**config.mk**
```make
export PLATFORM = sky130hd
export DESIGN_NAME = msr_status_regs
export DESIGN_NICKNAME = d
export VERILOG_FILES = /design/src/verilog/msr_pkg.sv /design/src/verilog/msr_status_regs.sv /design/src/verilog/msr_word_hold.sv
export VERILOG_INCLUDE_DIRS = /design/src /design/src/verilog
export SDC_FILE = /design/constraint.sdc
export NUM_CORES = 1
export LEC_CHECK = 0
export ABC_AREA = 1
export BUFFER_PORTS_ARGS = -buffer_cell sky130_fd_sc_hd__buf_2
export CAP_MARGIN = 40
export CORE_AREA = 2 2 112 223
export CTS_BUF_LIST = sky130_fd_sc_hd__clkbuf_4
export CTS_CLUSTER_SIZE = 10
export DETAILED_ROUTE_END_ITERATION = 8
export DIE_AREA = 0 0 114 225
export PLACE_DENSITY = 0.84
export SETUP_SLACK_MARGIN = 0.02
export SYNTH_ARGS = -nofsm -noshare
export SYNTH_HDL_FRONTEND = slang
export SYNTH_HIERARCHICAL = 1
export SYNTH_SLANG_ARGS = --single-unit
```
**constraint.sdc**
```tcl
create_clock -name ref_clk -period 1.8 [get_ports ref_clk]
set_clock_uncertainty 0.1 [all_clocks]
set_input_delay 0.36 -clock ref_clk [delete_from_list [all_inputs] [get_ports ref_clk]]
set_output_delay 0.36 -clock ref_clk [all_outputs]
set_load 0.005 [all_outputs]
```
**src/verilog/msr_defines.svh**
```systemverilog
`ifndef MSR_DEFINES_SVH
`define MSR_DEFINES_SVH

// APB byte address width; the word index sits in bits 13:2
`define MSR_ADDR_W 14
`define MSR_IDX_W 12
`define MSR_IDX_MSB 13
`define MSR_IDX_LSB 2

// Word indices; the byte address is four times the index
`define MSR_IDX_TORQUE_REF 12'h5fe
`define MSR_IDX_SPD_STATE 12'h67a
`define MSR_IDX_SPD_SPEED 12'h684
`define MSR_IDX_POS_STATE 12'h6b8
`define MSR_IDX_POS_ANGLE 12'h6fc
`define MSR_IDX_BEMF_D 12'h742
`define MSR_IDX_EVT_STATUS 12'h780
`define MSR_IDX_EVT_MASK 12'h781

// Reset values
`define MSR_WORD_RST 32'h0000_0000
`define MSR_EVT_RST 4'h0
`define MSR_STATE_PAD 16'h0000

// State fields live in bits 15:0, bits 31:16 read zero
`define MSR_STATE_MSB 15

// Event status and mask layout
`define MSR_EVT_W 4
`define MSR_EVT_SPD_DONE 0
`define MSR_EVT_SPD_FAULT 1
`define MSR_EVT_POS_DONE 2
`define MSR_EVT_POS_FAULT 3

// Number of algorithm words held
`define MSR_SLOTS 6

`endif

```
**src/verilog/msr_pkg.sv**
```systemverilog
package msr_pkg;

  typedef logic [31:0] msr_word_t;

  typedef enum logic [15:0]
  {
    MSR_SPD_INIT = 16'h0000,
    MSR_SPD_STOP_CHECK = 16'h0001,
    MSR_SPD_DIR_CHECK = 16'h0002,
    MSR_SPD_DONE = 16'h0003,
    MSR_SPD_FAULT = 16'h0004
  } msr_spd_state_e;

  typedef enum logic [15:0]
  {
    MSR_POS_INIT = 16'h0000,
    MSR_POS_VECTOR_CONFIG = 16'h0001,
    MSR_POS_RUN = 16'h0002,
    MSR_POS_SLOW_RISE_CLOCK = 16'h0003,
    MSR_POS_SLOW_FALL_CLOCK = 16'h0004,
    MSR_POS_WAIT_DECAY = 16'h0005,
    MSR_POS_GET_TIMES = 16'h0006,
    MSR_POS_SET_NEXT_VECTOR = 16'h0007,
    MSR_POS_CALC_SECTOR_RISE = 16'h0008,
    MSR_POS_CALC_ROTOR_POS = 16'h0009,
    MSR_POS_CALC_ANGLE = 16'h000a,
    MSR_POS_DONE = 16'h000b,
    MSR_POS_FAULT = 16'h000c
  } msr_pos_state_e;

  // Slot numbers of the held words, used to index new_word, load and held_word
  typedef enum logic [2:0]
  {
    MSR_SLOT_TORQUE = 3'b000,
    MSR_SLOT_SPD_STATE = 3'b001,
    MSR_SLOT_SPD_SPEED = 3'b010,
    MSR_SLOT_POS_STATE = 3'b011,
    MSR_SLOT_POS_ANGLE = 3'b100,
    MSR_SLOT_BEMF_D = 3'b101
  } msr_slot_e;

  typedef struct packed
  {
    msr_word_t word;
  } msr_hold_s;

  typedef struct packed
  {
    msr_word_t rdata;
    logic ready;
    logic err;
    logic irq;
    logic [3:0] status;
    logic [3:0] mask;
  } msr_regs_s;

endpackage

```
**src/verilog/msr_status_regs.sv**
```systemverilog
// Register access over APB was left to the implementer.
`timescale 1ns/1ps
`include "msr_defines.svh"

// Scaling is done by software: amps = word/2^27*1.25, hertz = word/2^27*max
// speed, degrees = word/2^27*360, volts = word/2^27*60/sqrt(3).
module msr_status_regs
  import msr_pkg::*;
(
  input wire logic ref_clk,
  input wire logic rst,
  input wire logic ce,
  input wire logic psel,
  input wire logic penable,
  input wire logic pwrite,
  input wire logic [`MSR_ADDR_W-1:0] paddr,
  input wire logic [31:0] pwdata,
  input wire logic [3:0] pstrb,
  output logic [31:0] prdata,
  output logic pready,
  output logic pslverr,
  output logic irq,
  input wire logic [31:0] torque_current_reference,
  input wire logic torque_ref_upd,
  input wire logic [15:0] speed_detect_state,
  input wire logic speed_state_upd,
  input wire logic [31:0] speed_detect_speed,
  input wire logic speed_speed_upd,
  input wire logic [15:0] position_detect_state,
  input wire logic position_state_upd,
  input wire logic [31:0] position_detect_angle,
  input wire logic position_angle_upd,
  input wire logic [31:0] backemf_d_estimate,
  input wire logic backemf_upd
);

  msr_regs_s r_q;
  msr_regs_s r_d;

  msr_word_t new_word [`MSR_SLOTS];
  msr_word_t held_word [`MSR_SLOTS];
  logic [`MSR_SLOTS-1:0] load;

  logic [`MSR_IDX_W-1:0] idx;
  logic aligned;
  logic access;
  logic complete;
  logic hit;
  msr_word_t read_value;
  logic [`MSR_EVT_W-1:0] events;
  logic [`MSR_EVT_W-1:0] read_clr;
  logic [15:0] spd_old;
  logic [15:0] pos_old;

  // Values from the algorithm, state fields padded so bits 31:16 read zero
  always_comb
  begin
    new_word[MSR_SLOT_TORQUE] = torque_current_reference;
    new_word[MSR_SLOT_SPD_STATE] = {`MSR_STATE_PAD, speed_detect_state};
    new_word[MSR_SLOT_SPD_SPEED] = speed_detect_speed;
    new_word[MSR_SLOT_POS_STATE] = {`MSR_STATE_PAD, position_detect_state};
    new_word[MSR_SLOT_POS_ANGLE] = position_detect_angle;
    new_word[MSR_SLOT_BEMF_D] = backemf_d_estimate;
  end

  always_comb
  begin
    load = '0;
    load[MSR_SLOT_TORQUE] = torque_ref_upd;
    load[MSR_SLOT_SPD_STATE] = speed_state_upd;
    load[MSR_SLOT_SPD_SPEED] = speed_speed_upd;
    load[MSR_SLOT_POS_STATE] = position_state_upd;
    load[MSR_SLOT_POS_ANGLE] = position_angle_upd;
    load[MSR_SLOT_BEMF_D] = backemf_upd;
  end

  // Each word is swapped in one edge; the bus never writes these holders
  genvar g;
  generate
    for (g = 0; g < `MSR_SLOTS; g++)
    begin : g_hold
      msr_word_hold u_hold
      (
        .ref_clk(ref_clk),
        .rst(rst),
        .ce(ce),
        .load(load[g]),
        .din(new_word[g]),
        .dout(held_word[g])
      );
    end
  endgenerate

  // Events fire on entry to a done or fault state, not while it is held
  always_comb
  begin
    spd_old = held_word[MSR_SLOT_SPD_STATE][`MSR_STATE_MSB:0];
    pos_old = held_word[MSR_SLOT_POS_STATE][`MSR_STATE_MSB:0];
    events = '0;
    if (speed_state_upd && (speed_detect_state != spd_old))
    begin
      events[`MSR_EVT_SPD_DONE] = (speed_detect_state == MSR_SPD_DONE);
      events[`MSR_EVT_SPD_FAULT] = (speed_detect_state == MSR_SPD_FAULT);
    end
    if (position_state_upd && (position_detect_state != pos_old))
    begin
      events[`MSR_EVT_POS_DONE] = (position_detect_state == MSR_POS_DONE);
      events[`MSR_EVT_POS_FAULT] = (position_detect_state == MSR_POS_FAULT);
    end
  end

  // Address decode
  always_comb
  begin
    idx = paddr[`MSR_IDX_MSB:`MSR_IDX_LSB];
    aligned = (paddr[1:0] == 2'b00);
    access = psel && penable;
    complete = access && r_q.ready;
  end

  always_comb
  begin
    hit = aligned;
    read_value = `MSR_WORD_RST;
    case (idx)
      `MSR_IDX_TORQUE_REF:
      begin
        read_value = held_word[MSR_SLOT_TORQUE];
      end
      `MSR_IDX_SPD_STATE:
      begin
        read_value = held_word[MSR_SLOT_SPD_STATE];
      end
      `MSR_IDX_SPD_SPEED:
      begin
        read_value = held_word[MSR_SLOT_SPD_SPEED];
      end
      `MSR_IDX_POS_STATE:
      begin
        read_value = held_word[MSR_SLOT_POS_STATE];
      end
      `MSR_IDX_POS_ANGLE:
      begin
        read_value = held_word[MSR_SLOT_POS_ANGLE];
      end
      `MSR_IDX_BEMF_D:
      begin
        read_value = held_word[MSR_SLOT_BEMF_D];
      end
      `MSR_IDX_EVT_STATUS:
      begin
        read_value = {28'h000_0000, r_q.status};
      end
      `MSR_IDX_EVT_MASK:
      begin
        read_value = {28'h000_0000, r_q.mask};
      end
      default:
      begin
        hit = 1'b0;
      end
    endcase
    if (!aligned)
    begin
      read_value = `MSR_WORD_RST;
    end
  end

  // Only the bits that were actually returned are cleared, so an event that
  // lands between the snapshot and the completing edge survives the read
  always_comb
  begin
    read_clr = '0;
    if (complete && !pwrite && hit && (idx == `MSR_IDX_EVT_STATUS))
    begin
      read_clr = r_q.rdata[`MSR_EVT_W-1:0];
    end
  end

  always_comb
  begin
    r_d = r_q;
    // One wait state: the answer is built in the first access cycle
    if (r_q.ready)
    begin
      r_d.ready = 1'b0;
      r_d.err = 1'b0;
      r_d.rdata = `MSR_WORD_RST;
    end
    else if (access)
    begin
      r_d.ready = 1'b1;
      r_d.err = !hit;
      // The whole word is captured on one edge, never assembled in parts
      r_d.rdata = pwrite ? `MSR_WORD_RST : read_value;
    end
    // Writes land only on the mask; value registers drop them silently
    if (complete && pwrite && hit && (idx == `MSR_IDX_EVT_MASK) && pstrb[0])
    begin
      r_d.mask = pwdata[`MSR_EVT_W-1:0];
    end
    // Set beats clear in the same cycle
    r_d.status = (r_q.status & ~read_clr) | events;
    r_d.irq = |(r_d.status & r_d.mask);
  end

  always_ff @(posedge ref_clk)
  begin
    if (rst)
    begin
      r_q <= '{rdata: `MSR_WORD_RST, ready: 1'b0, err: 1'b0, irq: 1'b0,
               status: `MSR_EVT_RST, mask: `MSR_EVT_RST};
    end
    else if (ce)
    begin
      r_q <= r_d;
    end
  end

  assign prdata = r_q.rdata;
  assign pready = r_q.ready;
  assign pslverr = r_q.err;
  assign irq = r_q.irq;

endmodule // msr_status_regs

```
**src/verilog/msr_word_hold.sv**
```systemverilog
`timescale 1ns/1ps
`include "msr_defines.svh"

// One status word, replaced whole on a load strobe so a read never sees a torn value
module msr_word_hold
  import msr_pkg::*;
(
  input wire logic ref_clk,
  input wire logic rst,
  input wire logic ce,
  input wire logic load,
  input wire msr_word_t din,
  output msr_word_t dout
);

  msr_hold_s s_q;
  msr_hold_s s_d;

  always_comb
  begin
    s_d = s_q;
    if (load)
    begin
      s_d.word = din;
    end
  end

  always_ff @(posedge ref_clk)
  begin
    if (rst)
    begin
      s_q <= '{word: `MSR_WORD_RST};
    end
    else if (ce)
    begin
      s_q <= s_d;
    end
  end

  assign dout = s_q.word;

endmodule // msr_word_hold
```
* Yosys cells after proc, flatten, opt, wreduce, memory -nomap -nowiden
Cells that the tools add are included.
** Word-level totals
- Output and inout bits :: 35
- Flip-flop bits (word level) :: 203
- Word-level logic and storage cells :: 64
- Input bits :: 222
** Cells by class
- Eq/ne operators :: 14
- Bitwise gates (word level) :: 4
- Reductions and logical operators :: 24
- Mux-type cells :: 10
** Operator list (number)
- $pmux 32 s8 :: 1
- $eq 12x11->1 const B :: 8
- $mux 34 :: 2
- $mux 32 :: 2
- $eq 16x4->1 const B :: 2
- $ne 16x16->1 :: 2
- $eq 16x2->1 const B :: 1
- $eq 16x3->1 const B :: 1
- $reduce_and 2->1 :: 7
- $logic_and 1x1->1 :: 11
- $and 4x4->4 :: 2
- $mux 4 :: 2
- $reduce_or 8->1 :: 1
- $mux 2 :: 2
- $not 4->4 :: 1
- $or 4x4->4 :: 1
- $reduce_or 4->1 :: 1
- $logic_not 1->1 :: 2
- $logic_not 2->1 :: 1
- $reduce_bool 2->1 :: 1
- $mux 1 :: 1

* Logic depth before layout (Yosys ltp)
Gate-level depths: netlist (run 1).
- Word-level depth :: 11
- Mapped depth :: 15
- Depth with buffers taken out :: 15

* Cells and area by module
Netlist (run 1), hierarchy kept.
** Modules (own cells, without submodules)
- msr_word_hold :: area each 1322.5 um2, seq. area each 640.6 um2, times used 6, cells each 203
- msr_status_regs :: area each 4314.1 um2, seq. area each 860.8 um2, times used 1, cells each 739

* Worst setup path after synthesis (run 1)
OpenSTA, ideal clock, no wires.
- Kind :: input to register
- Start :: input paddr[7]
- End :: register r_q (netlist bit irq)
- Library setup time :: 0.117 ns
- Stages on the path :: 12
- Data required time :: 1.583 ns
- Path slack :: 0.006 ns
- Data arrival time :: 1.577 ns
- Buffers on the path :: 0
- Path through :: inv_1 -> nand2_1 -> nor2_8 -> nand3_2 -> nor3_1 -> nand4_1 -> nand2_1 -> nand2_1 -> nand2_1 -> nand2_1 -> nor2_1 -> nor2_1
** Between the ends
- Word-level cells in the longest chain between the ends :: 11
- Elaborated cells between the ends (all ways) :: 22
- Classes of those cells :: 8 x eq/ne; 3 x mux; 4 x bitwise; 7 x reduce/logical
** Ends and longest elaborated chain
- from (decl) :: line msr_status_regs.sv:16 : input wire logic [`MSR_ADDR_W-1:0] paddr,
- $eq 12x11->1 :: line msr_status_regs.sv:125 : case (idx)
- $reduce_or 8->1 (no line)
- $mux 1 :: line msr_status_regs.sv:125
- $logic_and 1x1->1 (2 in a row) :: line msr_status_regs.sv:174 : if (complete && !pwrite && hit && (idx == `MSR_IDX_EVT_STATUS))
- $mux 4 :: line msr_status_regs.sv:174
- $not 4->4 :: line msr_status_regs.sv:203 : r_d.status = (r_q.status & ~read_clr) | events;
- $and 4x4->4 :: line msr_status_regs.sv:203
- $or 4x4->4 :: line msr_status_regs.sv:203
- $and 4x4->4 * :: line msr_status_regs.sv:204 : r_d.irq = |(r_d.status & r_d.mask);
- $reduce_or 4->1 * :: line msr_status_regs.sv:204
- to (signal assigned) :: line msr_status_regs.sv:211 : r_q <= '{rdata: `MSR_WORD_RST, ready: 1'b0, err: 1'b0, irq: 1'b0,
- to (signal assigned) :: line msr_status_regs.sv:216 : r_q <= r_d;
- to (decl) :: line msr_status_regs.sv:37 : msr_regs_s r_q;
Every way passes the cells marked *; elsewhere a longest branch is shown, timed or not.
A chain may end at the register's enable or synchronous reset.

* Worst setup path in the final report (run 1)
- Start :: register g_hold[3].u_hold.s_q (netlist bit g_hold[3].u_hold/dout[11])
- End :: register r_q (netlist bit irq)
** Between the ends
- Word-level cells in the longest chain between the ends :: 6
** Ends and longest elaborated chain
- from (decl) :: line msr_word_hold.sv:16 : msr_hold_s s_q;
- from (signal assigned) :: line msr_word_hold.sv:32 : s_q <= '{word: `MSR_WORD_RST};
- $ne 16x16->1 :: line msr_status_regs.sv:105 : if (position_state_upd && (position_detect_state != pos_old))
- $logic_and 1x1->1 :: line msr_status_regs.sv:105
- $mux 2 :: line msr_status_regs.sv:105
- $or 4x4->4 :: line msr_status_regs.sv:203
- $and 4x4->4 :: line msr_status_regs.sv:204
- $reduce_or 4->1 :: line msr_status_regs.sv:204
No other way between the ends.

==> results of run 1 <==
-- worst reg2reg max path: cells and delay by family, from the launching register on --
kind | cells | cell delay (ps)
DFF | 1 | 370
buffers and inverters | 1 | 90
and+or+nand+nor | 10 | 880
xor gates and xnor gates | 1 | 240
-- synth_stat cells (5+ instances only) --
| cell | count |
|---|---|
| buf_2 | 41 |
| inv_1 | 307 |
| nand4_1 | 28 |
| a22oi_1 | 9 |
| buf_6 | 21 |
| xor2_1 | 9 |
| o21ai_1 | 5 |
| dfxtp_1 | 235 |
| nand2_1 | 572 |
| nand3_1 | 15 |
| nand2_4 | 6 |
| clkbuf_1 | 10 |
| xnor2_1 | 15 |
| o21ai_0 | 32 |
| o22ai_1 | 22 |
| nor3_1 | 9 |
| nand2_2 | 5 |
| nor2_1 | 479 |
| a31oi_1 | 16 |
| a21oi_1 | 41 |
| buf_4 | 42 |
-- routing by layer --
| layer | GRT usage | vias up | routed length, um |
|---|---|---|---|
| li1 | - | 6802 | - |
| met1 | 0.3630 | 6463 | 15950 |
| met2 | 0.6563 | 1007 | 23880 |
| met3 | 0.09010 | 354 | 4172 |
| met4 | 0.4017 | 0 | 6500 |
| met5 | 0 | - | 0 |
-- flip-flops by register name, indices dropped and copies added (netlist names) --
| signal | cells |
|---|---|
| g_hold.u_hold/dout | 192 |
| prdata | 32 |
| r_q | 8 |
| irq | 1 |
| pready | 1 |
| pslverr | 1 |
-- how the worst max path moves through the flow --
stage	end	slack (ps)	cells past startpoint	from
2_1_floorplan	irq	30	14	paddr[7]
3_3_place_gp	prdata[4]	-330	15	paddr[10]
3_5_place_dp	prdata[22]	-390	15	paddr[10]
4_1_cts	irq	40	13	g_hold[3].u_hold/dout[4]
5_1_grt	irq	-140	12	g_hold[3].u_hold/dout[9]
6_report	irq	30	12	g_hold[3].u_hold/dout[11]
-- report_power, final --
group / switching, mW / internal [mW] / total, mW
Clock: 2.19 / 1.93 / 4.12
Sequential: 0.212 / 5.51 / 5.72
Combinational: 1.14 / 0.911 / 2.05
-- per-stage QoR --
stage	power, mW	utilization	std cells	setup WS [ps]	TNS [ps]
after floorplan	6.706	-	1988	26.74	0
after global placement	7.319	0.5955	2502	-325.4	-10790
after detailed placement	7.377	0.5955	2502	-393.2	-12620
after CTS	11.70	0.7015	2783	36.06	0
after global routing	12.40	0.7050	2788	-137.0	-277.2
final	11.89	0.7051	2789	26.37	0
-- final cells by class --
cell class / count / area [um^2]
Fill cell: 1815 / 7025
Multi-Input combinational cell: 1329 / 5752
Sequential cell: 235 / 4721
Timing Repair Buffer: 533 / 4159
Inverter: 309 / 1164
Clock buffer: 76 / 570.5
Tap cell: 287 / 359.1
Clock inverter: 16 / 62.56
Antenna cell: 4 / 10.01
-- logic make-up after synthesis --
group	after synthesis	synth area share
other	1	0.0003061
DFF	235	0.3841
AOI/OAI and AO/OA	134	0.06292
and+or+nand+nor	1139	0.3757
xor gates and xnor gates	24	0.01716
buffers and inverters	424	0.1599
-- repair_timing --
action	in CTS	in global routing
resized for setup	0	30
hold buffers	189	0
endpoints found under the hold margin	164	0
endpoints found under the setup margin	0	12
buffers inserted	0	6
==> results_dict.tcl, run 1 <==
set metrics [dict create \
    path_buf_inv 1 \
    synth_edf_count 0 \
    start_util 0.5142 \
    holdWs_ps 25.65 \
    ys_ff_latch 235 \
    critPathTopFamily "simple AND/OR/NAND/NOR gates" \
    power.density_nw_per_um2 707.8 \
    start_kind "flip-flop" \
    cts.sink_count 235 \
    p_leak_nw 8.797 \
    setup_viol 0 \
    synth_ff_type "dfxtp_1" \
    die_y_um 225 \
    most-common-layout-cells "nand2_1 (570), nor2_1 (475), inv_1 (304), dfxtp_1 (226), buf_2 (223)" \
    overflow 0 \
    synth_area_leaders "dfxtp_1 (38%), nand2_1 (18%), nor2_1 (15%)" \
    hp-class "in -> reg" \
    syn_inst 1957 \
    grt_pass1_wl_mm 75.78 \
    tritoncts "built" \
    cp_cell_sequence "xnor2_1 > nand4_1 > nor2_2 > nand2_2 > nand3_2 > nand2_2 > inv_2 > nand2_1 > nand2_1 > nand2_1 > nor2_2 > nor2_1" \
    fmax_mhz 563.8 \
    crit_required_ps 2320 \
    nNetsFinal 2683 \
    cp_max_fo 3 \
    cp.arrival_ps 2290 \
    irDropWorstVdd_mv 0.6400 \
    synth_seq_area_share 0.3841 \
    post-route-period-util 0.9854 \
    worst_path_max_delay_cell "dfxtp_2" \
    first_iter_violations 1280 \
    die_x_um 114 \
    r2r_setup_slack_ps 30 \
    cp-end-kind "flip-flop" \
    ctsLongestPathBuffers 3 \
    drive_above_1_share 0.1938 \
    synth_area_um2 12250 \
    design_area_um2 16800 \
    synth.distinct_cells 42 \
    hold_depth 5 \
    rr_endpoint "irq" \
    r2r_start "g_hold[3].u_hold/dout[11]" \
    dpl_cell_area_um2 14190 \
    reg2reg_depth 12 \
    grt_usage 0.3872 \
    cp_common_cell "nand2_1" \
    maxCapViolations 0 \
    async_reset_ff_frac 0 \
    cpPeakStageDelay_ps 370 \
    die-area_um2 25650 \
    insertion_delay_ps 720 \
    antenna_found_initial 3 \
    core-area_um2 23820 \
    root_buffer "clkbuf_4" \
    path_class "reg -> reg" \
    ant_nets 0 \
    numCtsBuffers 53 \
    yosysWarnings 6 \
    syn2layout_area_growth_pct 37.13 \
    htreeDepth 2 \
    avgSynthCellArea_um2 6.259 \
    grt_start_max_net_pins 65 \
    hold_viol 0 \
    period_minus_slack_ps 1774 \
    wl_per_cell_um 18.11 \
    drt_pass1_iterations 6 \
    maxSlewViolCount 0 \
    rsz0062_at_grt "true" \
    via_count 14626 \
    min_to "pready" \
    hp-start "ce" \
    io_pins 257 \
    dp_hpwl_mm 31.06 \
    vias_per_cell 5.244 \
    rows 80 \
    drc 0 \
    routed_wl_mm 50.50 \
    clkSlewWorstSetupHoldPaths_ps 80 \
    io_buffers 225 \
    gp_congestion 0.9732 \
    grt_pass1_vias 14697 \
    final_common_cell "nand2_1" \
    status "finished clean" \
    synth_top_area_frac 0.3841 \
    synth.largest_area_cell "dfxtp_1" \
]
No activity file was read; power rests on OpenSTA's default activity.
==> inputs of run 2 (changes only) <==
--- a/config.mk
+++ b/config.mk
@@ -14,8 +14,10 @@
 export CTS_CLUSTER_SIZE = 10
 export DETAILED_ROUTE_END_ITERATION = 8
 export DIE_AREA = 0 0 114 225
+export GPL_TIMING_DRIVEN = 0
 export PLACE_DENSITY = 0.84
 export SETUP_SLACK_MARGIN = 0.02
+export SKIP_CTS_REPAIR_TIMING = 1
 export SYNTH_ARGS = -nofsm -noshare
 export SYNTH_HDL_FRONTEND = slang
 export SYNTH_HIERARCHICAL = 1
==> results_dict.tcl, run 2 (same netlist as run 1, synthesis figures left out) <==
set metrics [dict create \
    wl_met1_mm 15.79 \
    crit_required_ps 1340 \
    start_util 0.5142 \
    grt_pass1_wl_mm 63.67 \
    wl_met3_mm 2.808 \
    hp-class "in -> reg" \
    drc 0 \
    dp_hpwl_mm 32.49 \
    maxSlewViolCount 0 \
    grt_pass1_vias 12752 \
    critPathTopFamily "flip-flops" \
    slew_headroom 0.4170 \
    die_y_um 225 \
    syn2layout_area_growth_pct 33.01 \
    die-area_um2 25650 \
    die_x_um 114 \
    overflow 0 \
    status "finished with violations" \
    drive_above_1_share 0.1933 \
    design_area_um2 16290 \
    cpPeakStageDelay_ps 370 \
    final_common_cell "nand2_1" \
    most-common-layout-cells "nand2_1 (569), nor2_1 (473), inv_1 (305), buf_2 (261), dfxtp_1 (223)" \
    nNetsFinal 2658 \
    tightest_slew_ps 871.3 \
    tritoncts "built" \
    p_leak_nw 8.557 \
    dpl_cell_area_um2 13860 \
    hp-start "pwdata[0]" \
    grt_usage 0.3264 \
    rows 80 \
    rsz0062_at_grt "true" \
    topRoutingLayerUsed "met5" \
    path_class "reg -> out" \
    wl_per_cell_um 17.31 \
    violations "hold timing" \
    vias_per_cell 5.127 \
    crit_start "prdata[15]" \
    cts.sink_count 235 \
    htreeDepth 2 \
    cp_max_fo 2 \
    r2r_setup_slack_ps 40 \
    cp.arrival_ps 1310 \
    grt_start_max_net_pins 15 \
    power.density_nw_per_um2 725.4 \
    setup_viol 0 \
    post-route-period-util 0.9838 \
    io_buffers 225 \
    holdWs_ps -18.68 \
    cp-end-kind "primary output" \
    drt_pass1_iterations 5 \
    ctsLongestPathBuffers 3 \
    via_count 14157 \
    r2r_start "g_hold[3].u_hold/dout[14]" \
    period_minus_slack_ps 1771 \
    core-area_um2 23820 \
    maxCapViolations 0 \
    clkSlewWorstSetupHoldPaths_ps 70 \
    wl_met2_mm 23.47 \
    cp_cell_sequence "buf_4 > buf_2" \
    gp_congestion 0.9730 \
    io_pins 257 \
    irDropWorstVdd_mv 0.6246 \
    fmax_mhz 564.7 \
    routed_wl_mm 47.79 \
    path_buf_inv 2 \
    largest_register_ffs 192 \
    root_buffer "clkbuf_4" \
    hold_viol 1 \
    start_kind "flip-flop" \
    ant_nets 0 \
    insertion_delay_ps 690 \
    numCtsBuffers 53 \
    worst_path_max_delay_cell "dfxtp_1" \
    antenna_found_initial 5 \
    first_iter_violations 1146 \
]
[run 2: changes by cell type in the layout (fill, tap and decap cells not counted), sizes merged]
cell / before / now
buf: 348 / 334
bufinv: 0 / 1
clkbuf: 76 / 87
clkinv: 15 / 8
clkinvlp: 1 / 0
diode: 4 / 6
dlygate4sd3: 184 / 164
dlymetal6s4s: 1 / 0
inv: 309 / 310
[run 2: final timing paths]
path,endpoint,cells after the start
setup / recovery,prdata[15],2
hold reg to reg,prdata[10],2
hold / removal,r_q[0],5
setup reg to reg,irq,13
[run 2: layout make-up]
| type | count | area [um^2] |
|---|---|---|
| well taps | 287 | 359.1 |
| clock inverters | 10 | 63.81 |
| fillers | 1937 | 7530 |
| plain buffers | 115 | 813.3 |
| clock buffers | 77 | 578.1 |
| diodes | 6 | 15.01 |
| flip-flops and latches | 235 | 4722 |
| repair buffers | 393 | 2810 |
| multi-input cells | 1329 | 5769 |
| inverters | 309 | 1162 |
[run 2: power breakdown]
group          total, mW  leakage [nW]  switching, mW  internal [mW]
registers           5.74          1.94          0.231           5.50
clock network       4.22         0.385           2.14           2.08
logic               1.87          6.23           1.05          0.819
[run 2: tightest hold or removal path: cells and delay by family]
kind	cells	cell delay [ps]
AOI/OAI and AO/OA	2	220
buffers and inverters	3	160
[run 2: stage by stage]
stage / cells / setup TNS [ps] / worst slack [ps] / utilization / power, mW
6_report: 2761 / 0 / 29.11 / 0.6839 / 11.82
3_3_place_gp: 2500 / -22170 / -708.2 / 0.5816 / 7.270
3_5_place_dp: 2500 / -23790 / -743.9 / 0.5816 / 7.318
2_1_floorplan: 1988 / 0 / 26.74 / - / 6.706
4_1_cts: 2587 / -170.9 / -155.1 / 0.6086 / 11.46
5_1_grt: 2759 / -168.6 / -75.88 / 0.6837 / 12.32
[run 2: per-layer routing]
layer / global-route usage / up-vias
met5: 0 / -
met4: 0.3631 / 2
met3: 0.04196 / 298
met2: 0.5616 / 756
met1: 0.3094 / 6348
li1: - / 6753
